File: config.mk
export PLATFORM = sky130hd
export DESIGN_NAME = pds_pwm_out
export DESIGN_NICKNAME = d
export VERILOG_FILES = /design/src/rtl/pds_pkg.sv /design/src/rtl/pds_pwm_out.sv /design/src/rtl/pds_cycle_div.sv /design/src/rtl/pds_deadband.sv
export VERILOG_INCLUDE_DIRS = /design/src /design/src/rtl
export SDC_FILE = /design/constraint.sdc
export NUM_CORES = 1
export LEC_CHECK = 0
export ABC_AREA = 1
export BUFFER_PORTS_ARGS = -buffer_cell sky130_fd_sc_hd__buf_2
export CAP_MARGIN = 20
export CORE_ASPECT_RATIO = 1.4
export CORE_MARGIN = 4
export CORE_UTILIZATION = 40
export CTS_CLUSTER_DIAMETER = 100
export DETAILED_ROUTE_END_ITERATION = 8
export SLEW_MARGIN = 20
export SYNTH_ARGS = -nofsm -noshare
export SYNTH_HDL_FRONTEND = slang
export SYNTH_SLANG_ARGS = --single-unit
File: constraint.sdc
create_clock -name MCLK -period 2.05 [get_ports MCLK]
set_input_delay 0.3075 -clock MCLK [delete_from_list [all_inputs] [get_ports MCLK]]
set_output_delay 0.3075 -clock MCLK [all_outputs]
set_load 0.03 [all_outputs]
File: src/rtl/pds_consts.svh
/*
  Constants for the PWM dead-band and steering output stage: register offsets,
  field positions, reset values and timing counts.
  Assumes inclusion by bare name from the design files.
*/
`ifndef PDS_CONSTS_SVH
`define PDS_CONSTS_SVH

// Register word offsets (byte addresses on a 32-bit Wishbone bus)
`define PDS_OFS_PWMCTL    8'h00
`define PDS_OFS_STEER     8'h04
`define PDS_OFS_MODE      8'h08
`define PDS_OFS_SHUT      8'h0C
`define PDS_OFS_PERIOD    8'h10
`define PDS_OFS_DUTY      8'h14
`define PDS_OFS_IRQ_STAT  8'h18
`define PDS_OFS_IRQ_EN    8'h1C
`define PDS_OFS_IRQ_CLR   8'h20
`define PDS_OFS_PINDIR    8'h24

// Field positions
`define PDS_RESTART_BIT   7
`define PDS_SYNC_BIT      4
`define PDS_ASE_BIT       7
`define PDS_MODE_SINGLE   2'b11
`define PDS_CFG_SINGLE    2'b00
`define PDS_SHUT_LOW      2'b00
`define PDS_SHUT_HIGH     2'b01

// Reset values
`define PDS_STEER_RESET   8'h01
`define PDS_DIR_RESET     4'hF

// Instruction cycle is four oscillator periods
`define PDS_TOSC_PER_CYC  4

`endif

File: src/rtl/pds_pkg.sv
/*
  Types for the PWM dead-band and steering output stage.
  Assumes the constants header is compiled alongside.
*/
package pds_pkg;

  // One set of four pin signals
  typedef struct packed {
    logic [3:0] level;
    logic [3:0] drive;
  } pds_pins_type;

  // Power modes seen by the block
  typedef enum logic [1:0] {
    PDS_RUN,
    PDS_IDLE_PRI,
    PDS_IDLE_LP,
    PDS_SLEEP
  } pds_power_type;

  // Wishbone request
  typedef struct packed {
    logic        cyc;
    logic        stb;
    logic        we;
    logic [7:0]  adr;
    logic [3:0]  sel;
    logic [31:0] dat;
  } pds_wb_req_type;

endpackage

File: src/rtl/pds_pwm_out.sv
/*
  PWM output stage: period timer, duty compare, half-bridge dead band,
  single-output pulse steering, auto-shutdown with restart, power modes,
  and a Wishbone classic register slave with interrupts.
  Assumes synchronous pin inputs on MCLK and a 32-bit Wishbone master.
*/
`timescale 1ns/1ps
`include "pds_consts.svh"

module pds_pwm_out #(
  parameter int LP_DIV = 8
) (
  // Clock and reset
  input  wire logic        MCLK,
  input  wire logic        RESETN,
  // Wishbone classic slave
  input  wire logic        WB_CYC,
  input  wire logic        WB_STB,
  input  wire logic        WB_WE,
  input  wire logic [7:0]  WB_ADR,
  input  wire logic [3:0]  WB_SEL,
  input  wire logic [31:0] WB_DAT_I,
  output logic [31:0]      WB_DAT_O,
  output logic             WB_ACK,
  // System
  input  wire logic [1:0]  POWER_MODE,
  input  wire logic        SHUTDOWN_IN,
  input  wire logic [3:0]  PORT_LATCH,
  // Pins
  output logic [3:0]       PWM_OUT,
  output logic [3:0]       PWM_OE,
  // Interrupt
  output logic             IRQ
);

  ////////////////////////////////////////////////////////////////////////////
  // Registers
  logic       auto_restart_enable;
  logic [6:0] deadband_count;
  logic       steer_sync_select;
  logic [3:0] steer_req;
  logic [3:0] steer_act;
  logic [1:0] module_mode_upper;
  logic [1:0] output_polarity_select;
  logic [1:0] output_config_select;
  logic       shutdown_status_flag;
  logic [1:0] shut_state_ac;
  logic [1:0] shut_state_bd;
  logic [7:0] period_limit;
  logic [7:0] duty;
  logic [3:0] pin_direction_control;
  logic [2:0] irq_stat;
  logic [2:0] irq_en;
  logic [7:0] period_timer_count;
  logic       held_off;

  pds_pkg::pds_power_type power;
  pds_pkg::pds_wb_req_type req;
  assign power = pds_pkg::pds_power_type'(POWER_MODE);
  assign req   = '{WB_CYC, WB_STB, WB_WE, WB_ADR, WB_SEL, WB_DAT_I};

  ////////////////////////////////////////////////////////////////////////////
  // Clock gating by power mode
  logic run;
  logic cyc_tick;
  logic lp_tick;
  logic timer_tick;
  logic [7:0] lp_cnt;

  assign run = (power != pds_pkg::PDS_SLEEP);

  pds_cycle_div u_div (
    .clk   (MCLK),
    .rst_n (RESETN),
    .run   (run),
    .tick  (cyc_tick)
  );

  // Low-power clock is a further division of the instruction cycle
  always_ff @(posedge MCLK or negedge RESETN) begin
    if (!RESETN) begin
      lp_cnt <= 8'h00;
    end else if (cyc_tick) begin
      lp_cnt <= (lp_cnt == 8'(LP_DIV - 1)) ? 8'h00 : lp_cnt + 8'h01;
    end
  end

  assign lp_tick    = cyc_tick && (lp_cnt == 8'(LP_DIV - 1));
  assign timer_tick = (power == pds_pkg::PDS_IDLE_LP) ? lp_tick : cyc_tick;

  ////////////////////////////////////////////////////////////////////////////
  // Period timer and duty compare
  logic period_start;
  logic sched_a;
  logic sched_b;

  assign period_start = timer_tick && (period_timer_count == period_limit);

  // Timer wraps at the limit; frozen when no tick arrives
  always_ff @(posedge MCLK or negedge RESETN) begin
    if (!RESETN) begin
      period_timer_count <= 8'h00;
    end else if (timer_tick) begin
      period_timer_count <= period_start ? 8'h00 : period_timer_count + 8'h01;
    end
  end

  assign sched_a = (period_timer_count < duty);
  assign sched_b = !sched_a;

  ////////////////////////////////////////////////////////////////////////////
  // Mode decode
  logic single_mode;
  logic half_mode;

  assign single_mode = (module_mode_upper == `PDS_MODE_SINGLE)
                    && (output_config_select == `PDS_CFG_SINGLE);
  assign half_mode   = (module_mode_upper == `PDS_MODE_SINGLE)
                    && (output_config_select == 2'b10);

  ////////////////////////////////////////////////////////////////////////////
  // Dead band on the half-bridge pair
  logic db_a;
  logic db_b;

  pds_deadband u_db_a (
    .clk    (MCLK),
    .rst_n  (RESETN),
    .tick   (cyc_tick),
    .count  (deadband_count),
    .sched  (sched_a),
    .actual (db_a)
  );

  pds_deadband u_db_b (
    .clk    (MCLK),
    .rst_n  (RESETN),
    .tick   (cyc_tick),
    .count  (deadband_count),
    .sched  (sched_b),
    .actual (db_b)
  );

  ////////////////////////////////////////////////////////////////////////////
  // Steering selection update
  always_ff @(posedge MCLK or negedge RESETN) begin
    if (!RESETN) begin
      steer_act <= 4'(`PDS_STEER_RESET);
    end else if (!steer_sync_select) begin
      steer_act <= steer_req;
    end else if (period_start) begin
      steer_act <= steer_req;
    end
  end

  ////////////////////////////////////////////////////////////////////////////
  // Shutdown flag, restart and hold-off to next period
  logic bus_write;
  logic ase_write;
  logic ase_clr_sw;
  logic ase_set_sw;

  assign bus_write  = req.cyc && req.stb && req.we && !WB_ACK && req.sel[0];
  assign ase_write  = bus_write && (req.adr == `PDS_OFS_SHUT);
  assign ase_clr_sw = ase_write && !req.dat[`PDS_ASE_BIT] && !SHUTDOWN_IN;
  assign ase_set_sw = ase_write && req.dat[`PDS_ASE_BIT];

  // Set wins over clear; writes ignored while the condition persists
  always_ff @(posedge MCLK or negedge RESETN) begin
    if (!RESETN) begin
      shutdown_status_flag <= 1'b0;
    end else if (!run) begin
      shutdown_status_flag <= shutdown_status_flag;
    end else if (SHUTDOWN_IN || ase_set_sw) begin
      shutdown_status_flag <= 1'b1;
    end else if (auto_restart_enable) begin
      shutdown_status_flag <= 1'b0;
    end else if (ase_clr_sw) begin
      shutdown_status_flag <= 1'b0;
    end
  end

  // Outputs stay off from shutdown until the following period begins
  always_ff @(posedge MCLK or negedge RESETN) begin
    if (!RESETN) begin
      held_off <= 1'b0;
    end else if (shutdown_status_flag || SHUTDOWN_IN) begin
      held_off <= 1'b1;
    end else if (period_start) begin
      held_off <= 1'b0;
    end
  end

  ////////////////////////////////////////////////////////////////////////////
  // Output pin mux
  logic [3:0] wave;
  logic [3:0] use_pwm;
  logic       pol_a;
  logic       pol_b;
  logic       shut_now;

  assign shut_now = SHUTDOWN_IN || shutdown_status_flag || held_off;

  // Polarity: bit 1 inverts A and, in single mode, every steered pin; bit 0 inverts B in half-bridge mode only
  assign pol_a = output_polarity_select[1];
  assign pol_b = output_polarity_select[0];

  always_comb begin
    wave    = 4'h0;
    use_pwm = 4'h0;
    if (single_mode) begin
      wave    = {4{sched_a ^ pol_a}};
      use_pwm = steer_act;
    end else if (half_mode) begin
      wave    = {1'b0, 1'b0, db_b ^ pol_b, db_a ^ pol_a};
      use_pwm = 4'b0011;
    end
  end

  // Registered pins; sleep holds the last level
  always_ff @(posedge MCLK or negedge RESETN) begin
    if (!RESETN) begin
      PWM_OUT <= 4'h0;
      PWM_OE  <= 4'h0;
    end else if (run) begin
      for (int i = 0; i < 4; i++) begin
        logic [1:0] ss;
        ss = (i == 0 || i == 2) ? shut_state_ac : shut_state_bd;
        if (!use_pwm[i]) begin
          PWM_OUT[i] <= PORT_LATCH[i];
          PWM_OE[i]  <= !pin_direction_control[i];
        end else if (shut_now) begin
          PWM_OUT[i] <= (ss == `PDS_SHUT_HIGH);
          PWM_OE[i]  <= !pin_direction_control[i] && !ss[1];
        end else begin
          PWM_OUT[i] <= wave[i];
          PWM_OE[i]  <= !pin_direction_control[i];
        end
      end
    end
  end

  ////////////////////////////////////////////////////////////////////////////
  // Register writes
  always_ff @(posedge MCLK or negedge RESETN) begin
    if (!RESETN) begin
      auto_restart_enable    <= 1'b0;
      deadband_count         <= 7'h00;
      steer_sync_select      <= 1'b0;
      steer_req              <= 4'(`PDS_STEER_RESET);
      module_mode_upper      <= 2'b00;
      output_polarity_select <= 2'b00;
      output_config_select   <= 2'b00;
      shut_state_ac          <= 2'b00;
      shut_state_bd          <= 2'b00;
      period_limit           <= 8'hFF;
      duty                   <= 8'h00;
      pin_direction_control  <= `PDS_DIR_RESET;
      irq_en                 <= 3'h0;
    end else if (bus_write) begin
      case (req.adr)
        `PDS_OFS_PWMCTL: begin
          auto_restart_enable <= req.dat[`PDS_RESTART_BIT];
          deadband_count      <= req.dat[6:0];
        end
        `PDS_OFS_STEER: begin
          steer_sync_select <= req.dat[`PDS_SYNC_BIT];
          steer_req         <= req.dat[3:0];
        end
        `PDS_OFS_MODE: begin
          output_config_select   <= req.dat[7:6];
          module_mode_upper      <= req.dat[3:2];
          output_polarity_select <= req.dat[1:0];
        end
        `PDS_OFS_SHUT: begin
          shut_state_ac <= req.dat[3:2];
          shut_state_bd <= req.dat[1:0];
        end
        `PDS_OFS_PERIOD:  period_limit          <= req.dat[7:0];
        `PDS_OFS_DUTY:    duty                  <= req.dat[7:0];
        `PDS_OFS_IRQ_EN:  irq_en                <= req.dat[2:0];
        `PDS_OFS_PINDIR:  pin_direction_control <= req.dat[3:0];
        default: begin
        end
      endcase
    end
  end

  ////////////////////////////////////////////////////////////////////////////
  // Interrupts: shutdown entry, period start, shutdown exit
  logic       flag_q;
  logic [2:0] irq_evt;
  logic [2:0] irq_clr;

  assign irq_evt = {flag_q && !shutdown_status_flag, period_start, !flag_q && shutdown_status_flag};
  assign irq_clr = (bus_write && req.adr == `PDS_OFS_IRQ_CLR) ? req.dat[2:0] : 3'h0;

  // Event set wins over a clear in the same cycle
  always_ff @(posedge MCLK or negedge RESETN) begin
    if (!RESETN) begin
      flag_q   <= 1'b0;
      irq_stat <= 3'h0;
    end else begin
      flag_q   <= shutdown_status_flag;
      irq_stat <= (irq_stat & ~irq_clr) | irq_evt;
    end
  end

  assign IRQ = |(irq_stat & irq_en);

  ////////////////////////////////////////////////////////////////////////////
  // Bus answer: one registered ack with one wait state, dropped the cycle after
  always_ff @(posedge MCLK or negedge RESETN) begin
    if (!RESETN) begin
      WB_ACK   <= 1'b0;
      WB_DAT_O <= 32'h0000_0000;
    end else begin
      WB_ACK   <= req.cyc && req.stb && !WB_ACK;
      WB_DAT_O <= 32'h0000_0000;
      case (req.adr)
        `PDS_OFS_PWMCTL:   WB_DAT_O[7:0] <= {auto_restart_enable, deadband_count};
        `PDS_OFS_STEER:    WB_DAT_O[7:0] <= {3'b000, steer_sync_select, steer_req};
        `PDS_OFS_MODE:     WB_DAT_O[7:0] <= {output_config_select, 2'b00, module_mode_upper,
                                             output_polarity_select};
        `PDS_OFS_SHUT:     WB_DAT_O[7:0] <= {shutdown_status_flag, 3'b000, shut_state_ac, shut_state_bd};
        `PDS_OFS_PERIOD:   WB_DAT_O[7:0] <= period_limit;
        `PDS_OFS_DUTY:     WB_DAT_O[7:0] <= duty;
        `PDS_OFS_IRQ_STAT: WB_DAT_O[2:0] <= irq_stat;
        `PDS_OFS_IRQ_EN:   WB_DAT_O[2:0] <= irq_en;
        `PDS_OFS_PINDIR:   WB_DAT_O[3:0] <= pin_direction_control;
        default:           WB_DAT_O      <= 32'h0000_0000;
      endcase
    end
  end

  ////////////////////////////////////////////////////////////////////////////
  // Checks
  AST_FALL_NODELAY: assert property (@(posedge MCLK) disable iff (!RESETN)
    !sched_a |=> !db_a) else $error("Dead band delayed a falling edge");
  AST_ZERO_DELAY: assert property (@(posedge MCLK) disable iff (!RESETN)
    (deadband_count == 7'h00 && $rose(sched_a)) |=> db_a) else $error("Zero count added delay");
  AST_RESTART: assert property (@(posedge MCLK) disable iff (!RESETN)
    (run && auto_restart_enable && !SHUTDOWN_IN && !ase_set_sw) |=> !shutdown_status_flag)
    else $error("Auto restart did not clear flag");
  AST_NO_RESTART: assert property (@(posedge MCLK) disable iff (!RESETN)
    (shutdown_status_flag && !auto_restart_enable && !ase_clr_sw) |=> shutdown_status_flag)
    else $error("Flag cleared without software");
  AST_SHUT_SET: assert property (@(posedge MCLK) disable iff (!RESETN)
    (run && SHUTDOWN_IN) |=> shutdown_status_flag) else $error("Shutdown flag not set");
  AST_STEER_IMM: assert property (@(posedge MCLK) disable iff (!RESETN)
    !steer_sync_select |=> steer_act == $past(steer_req)) else $error("Steering not immediate");
  AST_STEER_SYNC: assert property (@(posedge MCLK) disable iff (!RESETN)
    (steer_sync_select && !period_start && $past(steer_sync_select)) |=> $stable(steer_act))
    else $error("Steering changed mid period");
  AST_SLEEP_FREEZE: assert property (@(posedge MCLK) disable iff (!RESETN)
    (!run ##1 !run) |-> ($stable(PWM_OUT) && $stable(period_timer_count)))
    else $error("State moved in sleep");
  AST_PORT_PIN: assert property (@(posedge MCLK) disable iff (!RESETN)
    (run && !use_pwm[0]) |=> PWM_OUT[0] == $past(PORT_LATCH[0])) else $error("Port pin disturbed");

  COV_SHUT: cover property (@(posedge MCLK) disable iff (!RESETN) $rose(shutdown_status_flag));
  COV_RESTART: cover property (@(posedge MCLK) disable iff (!RESETN) $fell(held_off));
  COV_STEER4: cover property (@(posedge MCLK) disable iff (!RESETN) single_mode && steer_act == 4'hF);

endmodule

File: src/rtl/pds_cycle_div.sv
/*
  Instruction-cycle enable divider: one pulse every four master clocks,
  gated by the clock-run input.
  Assumes a single clock; the run input stops the count when low.
*/
`timescale 1ns/1ps
`include "pds_consts.svh"

module pds_cycle_div #(
  parameter int DIV = `PDS_TOSC_PER_CYC
) (
  // Clock and reset
  input  wire logic clk,
  input  wire logic rst_n,
  // Control
  input  wire logic run,
  // Enable out
  output logic      tick
);

  logic [7:0] cnt;

  // Free divider; holds while stopped so the phase survives a freeze
  always_ff @(posedge clk or negedge rst_n) begin
    if (!rst_n) begin
      cnt <= 8'h00;
    end else if (run) begin
      cnt <= (cnt == 8'(DIV - 1)) ? 8'h00 : cnt + 8'h01;
    end
  end

  assign tick = run && (cnt == 8'(DIV - 1));

endmodule

File: src/rtl/pds_deadband.sv
/*
  Dead-band delay for one output: delays inactive-to-active edges by a count
  of instruction cycles, passes active-to-inactive edges at once.
  Assumes the input is an active-high scheduled waveform.
*/
`timescale 1ns/1ps

module pds_deadband (
  // Clock and reset
  input  wire logic       clk,
  input  wire logic       rst_n,
  // Timing
  input  wire logic       tick,
  input  wire logic [6:0] count,
  // Waveform
  input  wire logic       sched,
  output logic            actual
);

  logic [6:0] wait_cnt;

  // Count down from the scheduled rise; falling edge cancels at once
  always_ff @(posedge clk or negedge rst_n) begin
    if (!rst_n) begin
      actual   <= 1'b0;
      wait_cnt <= 7'h00;
    end else if (!sched) begin
      actual   <= 1'b0;
      wait_cnt <= count;
    end else if (!actual) begin
      if (wait_cnt == 7'h00) begin
        actual <= 1'b1;
      end else if (tick) begin
        wait_cnt <= wait_cnt - 7'h01;
      end
    end
  end

endmodule

==> summary.txt <==
status: complete, no violations
postcts setup bufs: 0
largest family of logic cells by synthesized area: simple AND/OR/NAND/NOR gates
overall routed net length: 15100 um
fin cells: 1008
critical path class: register to register
clock network power share: 0.439
Hold Startpoint: WB_STB
initial antenna violation count: 0
final hold vios: 0
first-pass GRT wire length: 25100 um
Reg clk slew, reported paths: 0.06 ns
via count: 4979
dpl cells: 975
mean post-synth cell area: 8.14 sq um
Worst Path Arrival: 2.20 ns
core area: 14600 sq um
setup violators final: 0
r2r startpoint: duty[7]
Clock Skews: 0.0112 ns
Seq pwr share: 0.362
Avg Vias per Cell: 4.94
Final Hold Slack: 0.123 ns
Synth Area in Simple Gates: 0.258
DIE WIDTH: 111 um
# diodes: 0
met3 Track Usage GR: 0.0437
maximum clock frequency: 0.528 GHz
CP required: 2.36 ns
Routed Antenna Nets: 0
Crit Path Max Fanout: 16
Yosys warning count: 0
Mapped Cells: 735
synth-to-layout area growth: 19.4%
die area: 17000 sq um
HP Class: primary input to register
CTS HTree Levels: 4
Leak: 0.00344 uW
Compound-Gate Fraction of Synth Area: 0.100
worst IR drop on VDD: 0.800 mV
TNS Setup: 0 ns
xor/xnor share of the synthesized area: 0.0410
Sw Ratio: 0.296
synth top area cells: dfrtp_1, nand2_1, dfstp_2
Final Slew Violations: 0
sequential fraction of the synthesis area: 0.476
layout cell share with drive strength beyond 1: 0.178
design area: 7140 sq um
fin crit share: 0.925
commonest non-fill, non-tap cell in the layout: nand2_1
Clock Latency Late Sink: 0.42 ns
P_int: 5280 uW
CTS tree: yes
Tot GR Track Use: 0.184
grt total ovfl: 0
Most Crowded Layer GR: met2
vias in the first global route: 5115
post-route minimum period: 1.90 ns
DRC viols: 0
TritonCTS Sinks: 113
fraction of synthesized area in multiplexers: 0
CP startpoint kind: register
drt pass-1 iters: 6
Switch Pwr: 2220 uW
Post-DP HPWL: 11300 um
largest net degree at the start of global routing: 55
CP startpoint: duty[7]
area leader, netlist: dfrtp_1
IO Count: 98
Power Density: 1050 nW/um^2
IO Port Bufs: 46
clock root cell: clkbuf_16
Iter 0 DRT Violations: 220
row count: 52
Yosys cell types: 40
NumNets Final: 876
Area after DPL: 6460 sq um
post-synthesis async set-or-reset flop share: 1.00
Yosys reg bits: 113
Max-Cap Viols: 0
routed len/inst: 15.0 um
Die Ht: 153 um
Synth Area in Adders: 0.0293
initial core utilization: 0.410
EDFF count, synth: 0
CTS Buf Count: 17
Top FF cell, synth: dfrtp_1
Synth top area share: 0.414
GRT met2 Usage: 0.326
combinational power share: 0.199
mapped cell area: 5980 sq um
gpl congestion: 0.944
met1 GRT Util: 0.206
Crit. End Element: register
RSZ-0062 raised after global routing: false
most frequent cells in the layout: nand2_1, dfrtp_1, inv_1, o21ai_0, nand3_1
clock buffer depth: 2
## routing by layer
metal / wire length [um] / part of all wire
met3: 514 / 0.034
met4: 505 / 0.033
met2: 8130 / 0.54
met1: 5960 / 0.39
met5: 0 / 0
## layout make-up
class | instances | area (sq um)
inverter | 93 | 350
clock buffer | 20 | 457
fill | 1399 | 7430
sequential | 113 | 2850
tap | 189 | 236
timing repair buffer | 61 | 385
multi-input combinational | 520 | 2660
clock inverter | 12 | 205
## worst paths after layout
path	slack, ns	end	cells after the start
hold / removal	0.12	WB_ACK	3
max in group asynchronous	1.11	steer_req[0]	3
min in group asynchronous	0.32	PWM_OE[3]	2
setup / recovery	0.15	u_db_b.wait_cnt[0]	12
hold reg to reg	0.41	flag_q	0
setup reg to reg	0.15	u_db_b.wait_cnt[0]	12
## power by group through the flow
stage | combinational [uW] | clock [uW] | sequential (uW)
after floorplan | 1090 | 0 | 2720
after global placement | 1430 | 0 | 2730
after detailed placement | 1470 | 0 | 2740
after CTS | 1490 | 3340 | 2710
after global routing | 1710 | 3440 | 2740
final | 1490 | 3290 | 2710
## cells by family (layout without fill, tap and decap cells)
| family | after synthesis | after routing |
|---|---|---|
| simple gates | 345 | 345 |
| buf+inv | 125 | 186 |
| compound gates | 109 | 109 |
| fa+ha+maj | 14 | 14 |
| xor+xnor | 28 | 28 |
| other cells | 1 | 24 |
| flops | 113 | 113 |
## synthesized netlist by cell type (2+ instances only)
library cell / count
nor2_4: 4
nor2_2: 3
o21ai_0: 58
dfrtp_1: 99
xnor2_1: 2
buf_2: 4
xor2_1: 26
and3_1: 2
nor3_2: 5
clkbuf_1: 2
o211ai_1: 7
inv_2: 15
o2111ai_1: 4
o31ai_1: 4
inv_1: 77
nor2_1: 35
nor3_1: 18
buf_4: 25
nand3b_1: 4
a21oi_1: 18
nand3_1: 46
dfstp_2: 14
ha_1: 14
nand4_1: 6
nand2_1: 208
o21ai_1: 15
nand2_2: 7
## state kept, by name (all words and copies together), names as in the netlist, 3 cells and up
register               flops
WB_DAT_O                   8
u_div.cnt                  8
duty                       8
PWM_OUT                    4
u_db_b.wait_cnt            7
irq_en                     3
irq_stat                   3
period_timer_count         8
steer_act                  4
PWM_OE                     4
u_db_a.wait_cnt            7
steer_req                  4
pin_direction_control      4
period_limit               8
deadband_count             7
lp_cnt                     8
## stage by stage
stage | total power, uW | setup WS, ns | util
floorplan | 3820 | 0.412 | -
detailed placement | 4210 | 0.168 | 0.443
global route | 7890 | 0.0155 | 0.490
finish | 7500 | 0.155 | 0.490
CTS | 7540 | 0.0872 | 0.489
global placement | 4160 | 0.176 | 0.443
## worst max-delay path, stage by stage, from the launching register on
cell     delay [ns]
dfrtp_1        0.38
inv_1          0.06
ha_1           0.30
nand2_1        0.07
inv_1          0.04
nor2_1         0.10
o21a_1         0.21
nand2_2        0.14
buf_12         0.18
nand2_2        0.11
nor2_1         0.05
nor2_1         0.10
inv_1          0.04
## what timing repair did
action | in CTS | in global routing
hold buffers | 1 | 0
setup endpoints to repair | 0 | 15
hold endpoints to repair | 13 | 0
resized for setup | 0 | 2
No activity file was read; power rests on OpenSTA's default activity.
